==> src/gpc_pkg.sv <==
// Shared constants for the general-purpose port with change notice.
// Assumes a 32-bit APB slave; every register owns a 16-byte slot of four aliases.
package gpc_pkg;

  // Default port width and APB address width.
  localparam int GPC_PINS = 16;
  localparam int GPC_AW = 8;

  // Register slot indexes; the byte address of a base register is its index times 16.
  localparam logic [3:0] IDX_ANALOG = 4'h0;
  localparam logic [3:0] IDX_DIR = 4'h1;
  localparam logic [3:0] IDX_LEVEL = 4'h2;
  localparam logic [3:0] IDX_LATCH = 4'h3;
  localparam logic [3:0] IDX_ODC = 4'h4;
  localparam logic [3:0] IDX_PULLUP = 4'h5;
  localparam logic [3:0] IDX_PULLDN = 4'h6;
  localparam logic [3:0] IDX_RISE = 4'h7;
  localparam logic [3:0] IDX_CTRL = 4'h8;
  localparam logic [3:0] IDX_STAT = 4'h9;
  localparam logic [3:0] IDX_FALL = 4'ha;
  localparam logic [3:0] IDX_FLAG = 4'hb;
  localparam logic [3:0] IDX_LAST = 4'hb;

  // Position of the slot index and of the alias selector inside the byte address.
  localparam int ADDR_IDX_LSB = 4;
  localparam int ADDR_OP_LSB = 2;

  // Alias selector: base write, then clear, set and invert at +0x4, +0x8, +0xc.
  typedef enum logic [1:0] {
    GPC_OP_WRITE = 2'h0,
    GPC_OP_CLR = 2'h1,
    GPC_OP_SET = 2'h2,
    GPC_OP_INV = 2'h3
  } gpc_op_t;

  // Change control fields.
  localparam int CTRL_ON_BIT = 15;
  localparam int CTRL_EDGE_BIT = 11;
  localparam logic [31:0] CTRL_MASK = 32'h00008800;

  // Reset values.
  localparam logic [31:0] ANALOG_RST = 32'h0000ffff;
  localparam logic [31:0] DIR_RST = 32'h0000ffff;
  localparam logic [31:0] ZERO_RST = 32'h00000000;

endpackage : gpc_pkg

==> src/gpc_port.sv <==
// General-purpose I/O port with per-pin direction, latch, open drain, analog select,
// pulls and change notice, reached over an APB slave.
// Assumes CLOCK keeps running while the processor sleeps and pins are asynchronous.
`timescale 1ns/10ps
module gpc_port
  import gpc_pkg::*;
#(
  parameter int W = GPC_PINS
) (
  input wire logic CLOCK,
  input wire logic RSTN,
  input wire logic PSEL,
  input wire logic PENABLE,
  input wire logic PWRITE,
  input wire logic [GPC_AW-1:0] PADDR,
  input wire logic [31:0] PWDATA,
  output logic [31:0] PRDATA,
  output logic PREADY,
  output logic PSLVERR,
  input wire logic [W-1:0] PIN_IN,
  output logic [W-1:0] PIN_OUT,
  output logic [W-1:0] PIN_OE,
  output logic [W-1:0] PULL_UP_EN,
  output logic [W-1:0] PULL_DOWN_EN,
  output logic [W-1:0] ANALOG_SEL,
  output logic [W-1:0] ANALOG_LEVEL,
  output logic [W-1:0] PERIPH_IN,
  output logic CHANGE_IRQ
);

  logic [W-1:0] analog_q;
  logic [W-1:0] dir_q;
  logic [W-1:0] latch_q;
  logic [W-1:0] odc_q;
  logic [W-1:0] pullup_q;
  logic [W-1:0] pulldn_q;
  logic [W-1:0] rise_en_q;
  logic [W-1:0] fall_en_q;
  logic [W-1:0] stat_q;
  logic [W-1:0] flag_q;
  logic [W-1:0] ref_q;
  logic [31:0] ctrl_q;
  logic pready_q;
  logic [31:0] prdata_q;
  logic pslverr_q;
  logic [W-1:0] pin_s;
  logic [W-1:0] pin_rise;
  logic [W-1:0] pin_fall;
  logic [3:0] idx;
  gpc_op_t op;
  logic mapped;
  logic wr_acc;
  logic setup_rd;
  logic level_take;
  logic on_en;
  logic edge_mode;
  logic [W-1:0] stat_set;
  logic [W-1:0] flag_set;
  logic [W-1:0] level_view;
  logic [31:0] rd_word;

  // Pin inputs are brought into the clock domain first.
  gpc_sync #(.W(W)) u_sync (
    .CLOCK(CLOCK),
    .RSTN(RSTN),
    .pin_raw(PIN_IN),
    .pin_s(pin_s),
    .rise(pin_rise),
    .fall(pin_fall)
  );

  // Base or alias operation applied to the old register contents.
  function automatic logic [31:0] gpc_apply(input logic [31:0] old, input logic [31:0] wd, input gpc_op_t o);
    logic [31:0] res;
    res = old;
    case (o)
      GPC_OP_WRITE: res = wd;
      GPC_OP_CLR: res = old & ~wd;
      GPC_OP_SET: res = old | wd;
      GPC_OP_INV: res = old ^ wd;
      default: res = old;
    endcase
    return res;
  endfunction : gpc_apply

  // Pin-wide form of the same operation; the upper word bits never reach a pin register.
  function automatic logic [W-1:0] gpc_apply_pin(input logic [W-1:0] old, input logic [W-1:0] wd, input gpc_op_t o);
    logic [31:0] full;
    full = gpc_apply({{(32-W){1'b0}}, old}, {{(32-W){1'b0}}, wd}, o);
    return full[W-1:0];
  endfunction : gpc_apply_pin

  // Address decode: slot index in the upper nibble, alias in bits 3:2.
  assign idx = PADDR[ADDR_IDX_LSB +: 4];
  assign op = gpc_op_t'(PADDR[ADDR_OP_LSB +: 2]);
  assign mapped = (idx <= IDX_LAST);
  assign wr_acc = PSEL & PENABLE & PWRITE & pready_q & mapped;
  assign setup_rd = PSEL & ~PENABLE & ~PWRITE;
  assign level_take = setup_rd & (idx == IDX_LEVEL) & (op == GPC_OP_WRITE);
  assign on_en = ctrl_q[CTRL_ON_BIT];
  assign edge_mode = ctrl_q[CTRL_EDGE_BIT];

  // Analog pins that are inputs read as zero; the read path and PERIPH_IN are cut for them, change notice is not.
  assign level_view = pin_s & ~(analog_q & dir_q);

  // Read data mux; aliases and unmapped slots return zero.
  always_comb begin
    rd_word = ZERO_RST;
    if (op == GPC_OP_WRITE) begin
      case (idx)
        IDX_ANALOG: rd_word[W-1:0] = analog_q;
        IDX_DIR: rd_word[W-1:0] = dir_q;
        IDX_LEVEL: rd_word[W-1:0] = level_view;
        IDX_LATCH: rd_word[W-1:0] = latch_q;
        IDX_ODC: rd_word[W-1:0] = odc_q;
        IDX_PULLUP: rd_word[W-1:0] = pullup_q;
        IDX_PULLDN: rd_word[W-1:0] = pulldn_q;
        IDX_RISE: rd_word[W-1:0] = rise_en_q;
        IDX_CTRL: rd_word = ctrl_q;
        IDX_STAT: rd_word[W-1:0] = stat_q;
        IDX_FALL: rd_word[W-1:0] = fall_en_q;
        IDX_FLAG: rd_word[W-1:0] = flag_q;
        default: rd_word = ZERO_RST;
      endcase
    end
  end

  // The answer is prepared in the setup cycle so every access takes exactly two cycles.
  always_ff @(posedge CLOCK) begin
    if (!RSTN) begin
      pready_q <= 1'b0;
      prdata_q <= ZERO_RST;
      pslverr_q <= 1'b0;
    end else begin
      pready_q <= PSEL & ~PENABLE & ~pready_q;
      if (PSEL & ~PENABLE) begin
        prdata_q <= PWRITE ? ZERO_RST : rd_word;
        pslverr_q <= ~mapped;
      end else begin
        pslverr_q <= 1'b0;
      end
    end
  end

  // Analog select starts all ones so shared pins come up analog.
  always_ff @(posedge CLOCK) begin
    if (!RSTN) begin
      analog_q <= ANALOG_RST[W-1:0];
    end else if (wr_acc && idx == IDX_ANALOG) begin
      analog_q <= gpc_apply_pin(analog_q, PWDATA[W-1:0], op);
    end
  end

  // Direction: every pin is an input out of reset.
  always_ff @(posedge CLOCK) begin
    if (!RSTN) begin
      dir_q <= DIR_RST[W-1:0];
    end else if (wr_acc && idx == IDX_DIR) begin
      dir_q <= gpc_apply_pin(dir_q, PWDATA[W-1:0], op);
    end
  end

  // The latch is written from its own slot and from the pin-level slot alike.
  always_ff @(posedge CLOCK) begin
    if (!RSTN) begin
      latch_q <= ZERO_RST[W-1:0];
    end else if (wr_acc && (idx == IDX_LATCH || idx == IDX_LEVEL)) begin
      latch_q <= gpc_apply_pin(latch_q, PWDATA[W-1:0], op);
    end
  end

  // Plain configuration registers share one update style.
  always_ff @(posedge CLOCK) begin
    if (!RSTN) begin
      odc_q <= ZERO_RST[W-1:0];
      pullup_q <= ZERO_RST[W-1:0];
      pulldn_q <= ZERO_RST[W-1:0];
      rise_en_q <= ZERO_RST[W-1:0];
      fall_en_q <= ZERO_RST[W-1:0];
      ctrl_q <= ZERO_RST;
    end else if (wr_acc) begin
      case (idx)
        IDX_ODC: odc_q <= gpc_apply_pin(odc_q, PWDATA[W-1:0], op);
        IDX_PULLUP: pullup_q <= gpc_apply_pin(pullup_q, PWDATA[W-1:0], op);
        IDX_PULLDN: pulldn_q <= gpc_apply_pin(pulldn_q, PWDATA[W-1:0], op);
        IDX_RISE: rise_en_q <= gpc_apply_pin(rise_en_q, PWDATA[W-1:0], op);
        IDX_FALL: fall_en_q <= gpc_apply_pin(fall_en_q, PWDATA[W-1:0], op);
        IDX_CTRL: ctrl_q <= gpc_apply(ctrl_q, PWDATA, op) & CTRL_MASK;
        default: ctrl_q <= ctrl_q;
      endcase
    end
  end

  // A pin-level read takes a new reference at the same edge that samples the read data.
  always_ff @(posedge CLOCK) begin
    if (!RSTN) begin
      ref_q <= ZERO_RST[W-1:0];
    end else if (level_take) begin
      ref_q <= pin_s;
    end
  end

  // Mismatch against the reference; during a read the reference takes pin_s, the value returned on all but analog input pins.
  assign stat_set = level_take ? '0 : (rise_en_q & (pin_s ^ ref_q) & {W{on_en & ~edge_mode}});

  // Enabled edges in edge mode; rising and falling are armed separately.
  assign flag_set = (rise_en_q & pin_rise | fall_en_q & pin_fall) & {W{on_en & edge_mode}};

  // Status clears on a pin-level read or a software write; a new mismatch wins over a write, but none is set in the read cycle.
  always_ff @(posedge CLOCK) begin
    if (!RSTN) begin
      stat_q <= ZERO_RST[W-1:0];
    end else if (level_take) begin
      stat_q <= stat_set;
    end else if (wr_acc && idx == IDX_STAT) begin
      stat_q <= gpc_apply_pin(stat_q, PWDATA[W-1:0], op) | stat_set;
    end else begin
      stat_q <= stat_q | stat_set;
    end
  end

  // Flags are sticky until software clears them; an edge in the clearing cycle survives.
  always_ff @(posedge CLOCK) begin
    if (!RSTN) begin
      flag_q <= ZERO_RST[W-1:0];
    end else if (wr_acc && idx == IDX_FLAG) begin
      flag_q <= gpc_apply_pin(flag_q, PWDATA[W-1:0], op) | flag_set;
    end else begin
      flag_q <= flag_q | flag_set;
    end
  end

  // The request runs on the always-on clock, so it wakes a sleeping processor.
  always_ff @(posedge CLOCK) begin
    if (!RSTN) begin
      CHANGE_IRQ <= 1'b0;
    end else begin
      CHANGE_IRQ <= on_en & (edge_mode ? |flag_q : |stat_q);
    end
  end

  // Pad controls are registered; open drain turns a high into a release.
  always_ff @(posedge CLOCK) begin
    if (!RSTN) begin
      PIN_OUT <= '0;
      PIN_OE <= '0;
      PULL_UP_EN <= '0;
      PULL_DOWN_EN <= '0;
      ANALOG_SEL <= ANALOG_RST[W-1:0];
      ANALOG_LEVEL <= '0;
      PERIPH_IN <= '0;
    end else begin
      PIN_OUT <= latch_q & ~odc_q;
      PIN_OE <= ~dir_q & ~(odc_q & latch_q);
      PULL_UP_EN <= pullup_q;
      PULL_DOWN_EN <= pulldn_q;
      ANALOG_SEL <= analog_q;
      ANALOG_LEVEL <= latch_q & ~dir_q & analog_q;
      PERIPH_IN <= pin_s & ~analog_q;
    end
  end

  assign PRDATA = prdata_q;
  assign PREADY = pready_q;
  assign PSLVERR = pslverr_q;

  // Reset leaves every driver off.
  chk_reset_inputs: assert property (@(posedge CLOCK) !RSTN |=> PIN_OE == '0)
    else $error("pin driver on after reset");

  // An input pin is never driven.
  chk_dir_oe: assert property (@(posedge CLOCK) disable iff (!RSTN) (PIN_OE & $past(dir_q)) == '0)
    else $error("input pin driven");

  // Open-drain pins never drive high.
  chk_odc_high: assert property (@(posedge CLOCK) disable iff (!RSTN) (PIN_OUT & $past(odc_q)) == '0)
    else $error("open-drain pin drove high");

  // Analog inputs read as zero in the pin-level register.
  chk_analog_read: assert property (@(posedge CLOCK) disable iff (!RSTN) level_take |=>
    (PRDATA[W-1:0] & $past(analog_q & dir_q)) == '0)
    else $error("analog pin read nonzero");

  // Alias reads answer zero.
  chk_alias_read: assert property (@(posedge CLOCK) disable iff (!RSTN)
    (setup_rd && op != GPC_OP_WRITE) |=> PRDATA == ZERO_RST)
    else $error("alias read returned data");

  // A set alias on the latch ors the written bits in.
  chk_set_alias: assert property (@(posedge CLOCK) disable iff (!RSTN)
    (wr_acc && idx == IDX_LATCH && op == GPC_OP_SET) |=> latch_q == ($past(latch_q) | $past(PWDATA[W-1:0])))
    else $error("set alias wrong");

  // A clear alias on the flags empties the written bits when no new edge arrives.
  chk_flag_clear: assert property (@(posedge CLOCK) disable iff (!RSTN)
    (wr_acc && idx == IDX_FLAG && op == GPC_OP_CLR && flag_set == '0) |=> (flag_q & $past(PWDATA[W-1:0])) == '0)
    else $error("flag clear alias wrong");

  // A base write to the pin-level slot lands in the latch.
  chk_level_write: assert property (@(posedge CLOCK) disable iff (!RSTN)
    (wr_acc && idx == IDX_LEVEL && op == GPC_OP_WRITE) |=> latch_q == $past(PWDATA[W-1:0]))
    else $error("pin-level write missed latch");

  // A pin-level read refreshes the reference with the sampled pins.
  chk_ref_update: assert property (@(posedge CLOCK) disable iff (!RSTN) level_take |=> ref_q == $past(pin_s))
    else $error("reference not refreshed");

  // An enabled rising edge in edge mode raises a flag and then the request.
  chk_edge_flag: assert property (@(posedge CLOCK) disable iff (!RSTN)
    (on_en && edge_mode && (pin_rise & rise_en_q) != '0) |=> (flag_q != '0) ##1 CHANGE_IRQ)
    else $error("edge flag or request missing");

  // A mismatch in mismatch mode sets status within one cycle.
  chk_mismatch: assert property (@(posedge CLOCK) disable iff (!RSTN)
    (stat_set != '0) |=> ((stat_q & $past(stat_set)) == $past(stat_set)))
    else $error("mismatch status missing");

endmodule : gpc_port

==> src/gpc_sync.sv <==
// Two-flop synchroniser for the pin inputs, plus a history stage for edges.
// Assumes pins are asynchronous to CLOCK; only the second stage and the history stage are used downstream.
`timescale 1ns/10ps
module gpc_sync #(
  parameter int W = 16
) (
  input wire logic CLOCK,
  input wire logic RSTN,
  input wire logic [W-1:0] pin_raw,
  output logic [W-1:0] pin_s,
  output logic [W-1:0] rise,
  output logic [W-1:0] fall
);

  logic [W-1:0] meta_q;
  logic [W-1:0] sync_q;
  logic [W-1:0] prev_q;

  // The first stage feeds only the second, so metastability never leaks out.
  always_ff @(posedge CLOCK) begin
    if (!RSTN) begin
      meta_q <= '0;
      sync_q <= '0;
      prev_q <= '0;
    end else begin
      meta_q <= pin_raw;
      sync_q <= meta_q;
      prev_q <= sync_q;
    end
  end

  // Edge strobes compare the clean sample with the one before it.
  assign pin_s = sync_q;
  assign rise = sync_q & ~prev_q;
  assign fall = ~sync_q & prev_q;

endmodule : gpc_sync
==> config.mk <==
export PLATFORM = sky130hd
export DESIGN_NAME = gpc_port
export DESIGN_NICKNAME = d
export VERILOG_FILES = /design/src/gpc_pkg.sv /design/src/gpc_port.sv /design/src/gpc_sync.sv
export SDC_FILE = /design/constraint.sdc
export NUM_CORES = 1
export LEC_CHECK = 0
export BUFFER_PORTS_ARGS = -buffer_cell sky130_fd_sc_hd__buf_2
export CAP_MARGIN = 5
export CORE_AREA = 2 2 216 218
export CTS_CLUSTER_DIAMETER = 40
export CTS_CLUSTER_SIZE = 20
export DETAILED_ROUTE_END_ITERATION = 7
export DIE_AREA = 0 0 218 220
export MAX_ROUTING_LAYER = met4
export PLACE_DENSITY = 0.64
export SYNTH_ARGS = -nofsm -noshare
export SYNTH_HDL_FRONTEND = slang
export SYNTH_SLANG_ARGS = --single-unit
==> constraint.sdc <==
create_clock -name CLOCK -period 1.84 [get_ports CLOCK]
set_input_delay 0 -clock CLOCK [delete_from_list [all_inputs] [get_ports CLOCK]]
set_output_delay 0 -clock CLOCK [all_outputs]
set_load 0.005 [all_outputs]
==> results of run 1 <==
-- placed cells by master (no fill, tap or decap), types with 22 or more instances in the layout --
cell type / count
mux4_2: 24
and2_1: 59
buf_4: 151
nor3_1: 125
nor2b_1: 109
nor2_1: 132
and3_1: 24
buf_12: 34
clkbuf_16: 73
a211oi_1: 155
nand3_1: 34
inv_1: 214
a21oi_1: 123
mux2i_1: 55
o22ai_1: 22
ha_1: 324
dlygate4sd3_1: 49
o211ai_1: 72
a31oi_1: 29
o21ai_0: 126
dfxtp_1: 356
nand2_1: 294
buf_2: 169
-- routing by layer --
metal | up-vias | global-route usage (%)
met4 | 0 | 18.1
li1 | 9893 | -
met3 | 208 | 5.66
met5 | - | -
met1 | 10400 | 49.7
met2 | 914 | 58.8
-- area by class of cell --
| cell class | count | area (um2) |
|---|---|---|
| Tap cell | 607 | 759 |
| Timing Repair Buffer | 407 | 3200 |
| Fill cell | 3983 | 17800 |
| Clock buffer | 85 | 1930 |
| Sequential cell | 357 | 7150 |
| Clock inverter | 43 | 508 |
| Antenna cell | 3 | 7.51 |
| Multi-Input combinational cell | 1910 | 13700 |
| Inverter | 215 | 812 |
-- worst min-delay path, stage by stage --
cell	delay, ns
buf_2	0.13
mux4_2	0.25
mux2i_1	0.07
a21oi_1	0.13
-- repair_timing --
item / 4_1_cts / 5_1_grt
buffers inserted: 0 / 1
gates resized for setup: 0 / 11
hold buffers: 49 / 0
endpoints found under the hold margin: 133 / 0
endpoints found under the setup margin: 0 / 3
-- per-stage QoR --
stage | utilization (%) | worst slack, ns
6_report | 61.2 | 0.108
3_5_place_dp | 54.7 | 0.155
4_1_cts | 61.1 | 0.0242
3_3_place_gp | 54.7 | 0.184
2_1_floorplan | - | 0.173
5_1_grt | 61.2 | 0.0106
-- kinds of logic (layout without fill, tap and decap cells) --
| kind of cell | after synthesis | after routing | share of synthesized area (%) |
|---|---|---|---|
| and+or+nand+nor | 840 | 840 | 18.1 |
| AOI/OAI and AO/OA | 625 | 625 | 18.2 |
| buffers and inverters | 419 | 750 | 7.99 |
| DFF | 357 | 357 | 31.7 |
| adders and majority gates | 324 | 324 | 18.0 |
| muxes | 89 | 89 | 5.34 |
| xor gates and xnor gates | 16 | 16 | 0.621 |
| other | 1 | 19 | 0.0166 |
-- report_power, final --
| part | internal, mW | switching [mW] | leakage, nW |
|---|---|---|---|
| Combinational | 0.882 | 1.40 | 8.46 |
| Sequential | 7.79 | 0.0706 | 2.88 |
| Clock | 8.59 | 4.71 | 1.18 |
-- how the worst max path moves through the flow --
| stage | from | endpoint | slack [ns] | cells past startpoint |
|---|---|---|---|---|
| detailed placement | PADDR[2] | odc_q[6] | 0.15 | 5 |
| global placement | PADDR[7] | PRDATA[11] | 0.18 | 6 |
| finish | pulldn_q[9] | PRDATA[9] | 0.11 | 5 |
| global route | PADDR[3] | PRDATA[9] | 0.01 | 8 |
| CTS | PADDR[3] | PRDATA[9] | 0.02 | 8 |
| floorplan | PWDATA[0] | flag_q[0] | 0.17 | 6 |
==> run_results.csv, run 1 <==
group,metric,value,unit
worst_setup_path,crit_fanout,3,
yosys,synth_top_area_cell,"dfxtp_1",
worst_setup_path,path_cells,"mux2i_1, nor2_1, a311oi_2, a31oi_1, dlygate4sd3_1",
routing,first_pass_iters,7,
timing,fmax,577,MHz
worst_setup_path,r2r_end,"PRDATA[9]",
floorplan,start_util,49.2,%
floorplan,die_h,220,um
yosys,synth_cell_type_count,69,
clock_network,numClockSinks,357,
worst_setup_path,worst_r2r_path_depth,5,
yosys,synthTopCellsByCount,"dfxtp_1 (357), ha_1 (324), nand2_1 (294)",
routing,wl_per_cell,24.8,um
cells_and_area,final_area,28100,um2
timing,setup_violations,0,
cells_and_area,finalNonFillerCells,3627,
placed_design,place_area,25100,um2
pwr,cellPowerDensity,835,nW/um2
cells_and_area,nNetsFinal,3346,
floorplan,core,45900,um2
floorplan,dieWidth,218,um
placed_design,port_buffers,173,
yosys,seq_area_frac_synth,31.7,%
worst_setup_path,reg2reg_slack,0.11,ns
worst_setup_path,slowest_delay,0.57,ns
yosys,syn_inst,2671,
clock_network,h-tree-depth,3,
timing,fin_tns_setup,0,ns
worst_setup_path,r2r_start,"pulldn_q[9]",
timing,maxSlewHeadroom,14.0,%
global_route,grt_max_degree,134,
min_path,min_path_type,"input port to flop",
routing,top_layer,"met4",
floorplan,die_area,48000,um2
placed_design,gp_congestion,0.999,
run_status,status,"complete, no violations",
routing,dr_wl_met2,40600,um
routing,drt_iter0_drc,2152,
min_path,hp-start,"PWDATA[14]",
yosys,ys_async_sr_fraction,0,%
clock_network,cts_tree,"yes",
worst_setup_path,start_kind,"flop",
routing,drt_wl_total,89800,um
worst_setup_path,worstSetupEndpointType,"flop",
timing,hold_viol,0,
global_route,antenna_found_initial,1,
yosys,yosys.cell_count.top_type,"dfxtp_1",
clock_network,clock-root-buffer,"clkbuf_16",
clock_network,cts_max_path_buffers,3,
global_route,grt_pass1_vias,20300,
timing,fin_skew,0.0252,ns
placed_design,place_hpwl,64100,um
yosys,syn-mean-instance-area,8.45,um2
min_path,hold-path-endpoint,"flag_q[14]",
worst_setup_path,cp_slowest_cell,"dlygate4sd3_1",
yosys,synth_top_area_share,31.7,%
routing,via_count,21500,
global_route,globalRouteOverflowTotal,0,
global_route,grt_pass1_wl,131000,um
cells_and_area,area_delta_synth_final,24.5,%
global_route,track_usage,38.3,%
floorplan,ios,208,
timing,fin_crit_sh,94.1,%
yosys,synthesis.area,22600,um2
timing,worst_pin_slew,1.29,ns
worst_setup_path,critPathTopFamily,"buffers and inverters",
worst_setup_path,critPathKind,"flop to flop",
routing,wl_met3,7040,um
cells_and_area,drive_gt1_share,18.0,%
placed_design,dp_cells,3446,
yosys,synth_area_leaders,"dfxtp_1 (32%), ha_1 (18%), a211oi_1 (5.2%)",
pwr,power_leakage,12.5,nW
worst_setup_path,worst-path-buf-inv,1,
routing,ant_nets,0,
clock_network,numCtsBuffers,70,
worst_setup_path,crit_arrival,2.21,ns
routing,vias_per_cell,5.92,
timing,period_needed,1.73,ns
yosys,synth_ff_type,"dfxtp_1",
routing,drc,0,
timing,final_max_slew_viol_count,0,
clock_network,clk_pin_slew_worst_paths,0.05,ns
timing,rsz0062_at_grt,"false",
flow_run,cap_violations,0,
worst_setup_path,required,2.32,ns
yosys,yosysWarnings,0,
yosys,synth-edff-count,0,
routing,wl_met1,37900,um
pwr,ir_worst_vdd,0.636,mV
timing,whs,0.0341,ns
yosys,synth-seq-cells,357,
pwr,power,23.5,mW
floorplan,rows,79,
min_path,whs_path_depth,4,
clock_network,worstSkewPairLatency,0.60,ns
Note: power is estimated with default switching activity, not from simulation.
==> inputs of run 2 (changes only) <==
- CORE_AREA: 2 2 216 218 -> 2 2 250 190
- DIE_AREA: 0 0 218 220 -> 0 0 252 192
- SYNTH_HIERARCHICAL: unset -> 1
==> run_results.csv, run 2 <==
group,metric,value,unit
global_route,grt_pass1_wl,130000,um
worst_setup_path,critPathTopFamily,"simple AND/OR/NAND/NOR gates",
yosys,synth-seq-cells,357,
min_path,min_path_type,"input port to flop",
yosys,ys_async_sr_fraction,0,%
yosys,synth_area_leaders,"dfxtp_1 (31%), ha_1 (18%), a211oi_1 (5.0%)",
worst_setup_path,required,2.35,ns
global_route,grt_max_degree,88,
placed_design,place_hpwl,66400,um
worst_setup_path,worstSetupEndpointType,"flop",
clock_network,cts_setup_buffers,0,
pwr,p_clk_share,52.1,%
timing,whs,0.0247,ns
timing,final_max_slew_viol_count,0,
global_route,grt_pass1_vias,19900,
yosys,synth_cell_type_count,76,
worst_setup_path,critPathKind,"flop to flop",
yosys,synthesis.area,22800,um2
cells_and_area,area_delta_synth_final,21.0,%
global_route,antenna_found_initial,5,
clock_network,clock-root-buffer,"clkbuf_16",
timing,fin_crit_sh,98.0,%
placed_design,gp_congestion,0.946,
cells_and_area,fill_cells,3996,
worst_setup_path,r2r_end,"stat_q[7]",
clock_network,cts_tree,"yes",
yosys,synth_ff_type,"dfxtp_1",
pwr,pwr-share-comb,10.6,%
cells_and_area,n_antenna_cell,0,
timing,maxSlewHeadroom,25.5,%
yosys,syn_inst,2667,
floorplan,ios,208,
pwr,power_leakage,12.5,nW
clock_network,clk_pin_slew_worst_paths,0.06,ns
clock_network,cts_max_path_buffers,3,
pwr,ir_worst_vdd,0.681,mV
clock_network,numCtsBuffers,53,
yosys,syn-mean-instance-area,8.53,um2
timing,setup_violations,0,
worst_setup_path,crit_fanout,14,
routing,drc,0,
clock_network,worstSkewPairLatency,0.61,ns
worst_setup_path,start_kind,"flop",
timing,rsz0062_at_grt,"true",
worst_setup_path,crit_arrival,2.32,ns
placed_design,port_buffers,173,
yosys,synth_top_area_cell,"dfxtp_1",
routing,drt_iter0_drc,2342,
floorplan,die_area,48400,um2
timing,fmax,555,MHz
floorplan,start_util,49.7,%
flow_run,cap_violations,0,
worst_setup_path,cp_slowest_cell,"nor3_2",
timing,worst_pin_slew,1.11,ns
pwr,internal_power,15.0,mW
worst_setup_path,reg2reg_slack,0.04,ns
worst_setup_path,worst-path-buf-inv,2,
worst_setup_path,path_cells,"nand4_2, buf_4, nor3_2, buf_12, o211ai_1, a31oi_1",
pwr,seq_power_share,37.3,%
worst_setup_path,cp-endpoint,"stat_q[7]",
pwr,cellPowerDensity,765,nW/um2
worst_setup_path,crit_cells,6,
worst_setup_path,worst_r2r_path_depth,6,
cells_and_area,fin_util,60.1,%
cells_and_area,nNetsFinal,3331,
cells_and_area,final_common_cell,"dfxtp_1",
worst_setup_path,startpoint,"PREADY",
cells_and_area,drive_gt1_share,18.0,%
run_status,status,"complete, no violations",
routing,ant_nets,0,
timing,fin_skew,0.0138,ns
cells_and_area,final_cell_mix,"dfxtp_1 (357), ha_1 (324), nand2_1 (266)",
clock_network,numClockSinks,357,
clock_network,h-tree-depth,2,
yosys,seq_area_frac_synth,31.4,%
timing,hold_viol,0,
floorplan,core,45800,um2
routing,drt_wl_total,89900,um
pwr,sw_frac_of_total,28.6,%
routing,wl_per_cell,25.1,um
worst_setup_path,r2r_start,"PREADY",
global_route,globalRouteOverflowTotal,0,
routing,via_count,21400,
yosys,synth_top_area_share,31.4,%
floorplan,die_h,192,um
yosys,synth-edff-count,0,
global_route,track_usage,37.7,%
routing,first_pass_iters,6,
routing,vias_per_cell,5.97,
yosys,yosys.cell_count.top_type,"dfxtp_1",
yosys,synthTopCellsByCount,"dfxtp_1 (357), ha_1 (324), nand2_1 (266)",
pwr,switchingPower,6.03,mW
min_path,hp-start,"PADDR[2]",
floorplan,dieWidth,252,um
worst_setup_path,slowest_delay,0.44,ns
timing,period_needed,1.80,ns
floorplan,rows,68,
yosys,yosysWarnings,6,
run 2: metrics by stage:
stage / std cells / area (um2) / setup TNS (ns) / setup WS, ns / total power [mW]
after floorplan: 2682 / 22800 / 0 / 0.186 / 9.36
after global placement: 3454 / 25300 / 0 / 0.0582 / 10.1
after detailed placement: 3454 / 25300 / 0 / 0.0363 / 10.1
after CTS: 3586 / 27500 / 0 / 0.0390 / 21.1
after global routing: 3586 / 27500 / -0.304 / -0.0480 / 21.6
final: 3586 / 27500 / 0 / 0.0376 / 21.0
run 2: area by class of cell:
class / count / area (um2) / share of cell area, %
Tap cell: 595 / 744 / 2.70
Clock buffer: 57 / 1400 / 5.10
Multi-Input combinational cell: 1902 / 13800 / 50.2
Sequential cell: 357 / 7150 / 26.0
Inverter: 221 / 835 / 3.03
Timing Repair Buffer: 411 / 3070 / 11.1
Clock inverter: 43 / 518 / 1.88
run 2: tightest hold or removal path: stages:
cell      delay (ns)
buf_8           0.19
nand2_1         0.11
o211ai_1        0.08
o211ai_1        0.10
a31oi_1         0.09
run 2: power groups by stage:
stage / combinational [mW] / clock, mW / sequential [mW]
2_1_floorplan: 1.38 / 0 / 7.98
3_3_place_gp: 2.05 / 0 / 8.02
3_5_place_dp: 2.13 / 0 / 8.02
4_1_cts: 2.19 / 11.0 / 7.84
5_1_grt: 2.42 / 11.4 / 7.85
6_report: 2.23 / 11.0 / 7.85
run 2: what timing repair did:
| item | in CTS | in global routing |
|---|---|---|
| gates resized for setup | 0 | 1 |
| hold endpoints to repair | 79 | 0 |
| hold buffers | 32 | 0 |
| endpoints found under the setup margin | 0 | 14 |
run 2: worst min path at each step:
stage                              to  cells after the start
floorplan           u_sync/meta_q[10]                      1
global placement    u_sync/meta_q[10]                      2
detailed placement  u_sync/meta_q[10]                      2
CTS                         flag_q[4]                      4
global route                PRDATA[7]                      4
finish                      flag_q[6]                      5
run 2: cells by family (layout without fill, tap and decap cells):
kind of cell,after synthesis,after routing,share of synthesized area [%]
AO/OA/AOI/OAI,611,611,17.8
XOR/XNOR,16,16,0.616
buffers and inverters,423,732,8.19
multiplexers,100,100,5.97
other,1,16,0.0165
adder cells (fa/ha/maj),324,324,17.8
AND/OR/NAND/NOR,835,835,18.2
flip-flops,357,357,31.4
run 2: metal layers:
metal	share of wire, %	global-route usage (%)
met1	44	52.8
met2	42	54.9
met3	9.8	5.94
met4	3.5	13.2
met5	0	-
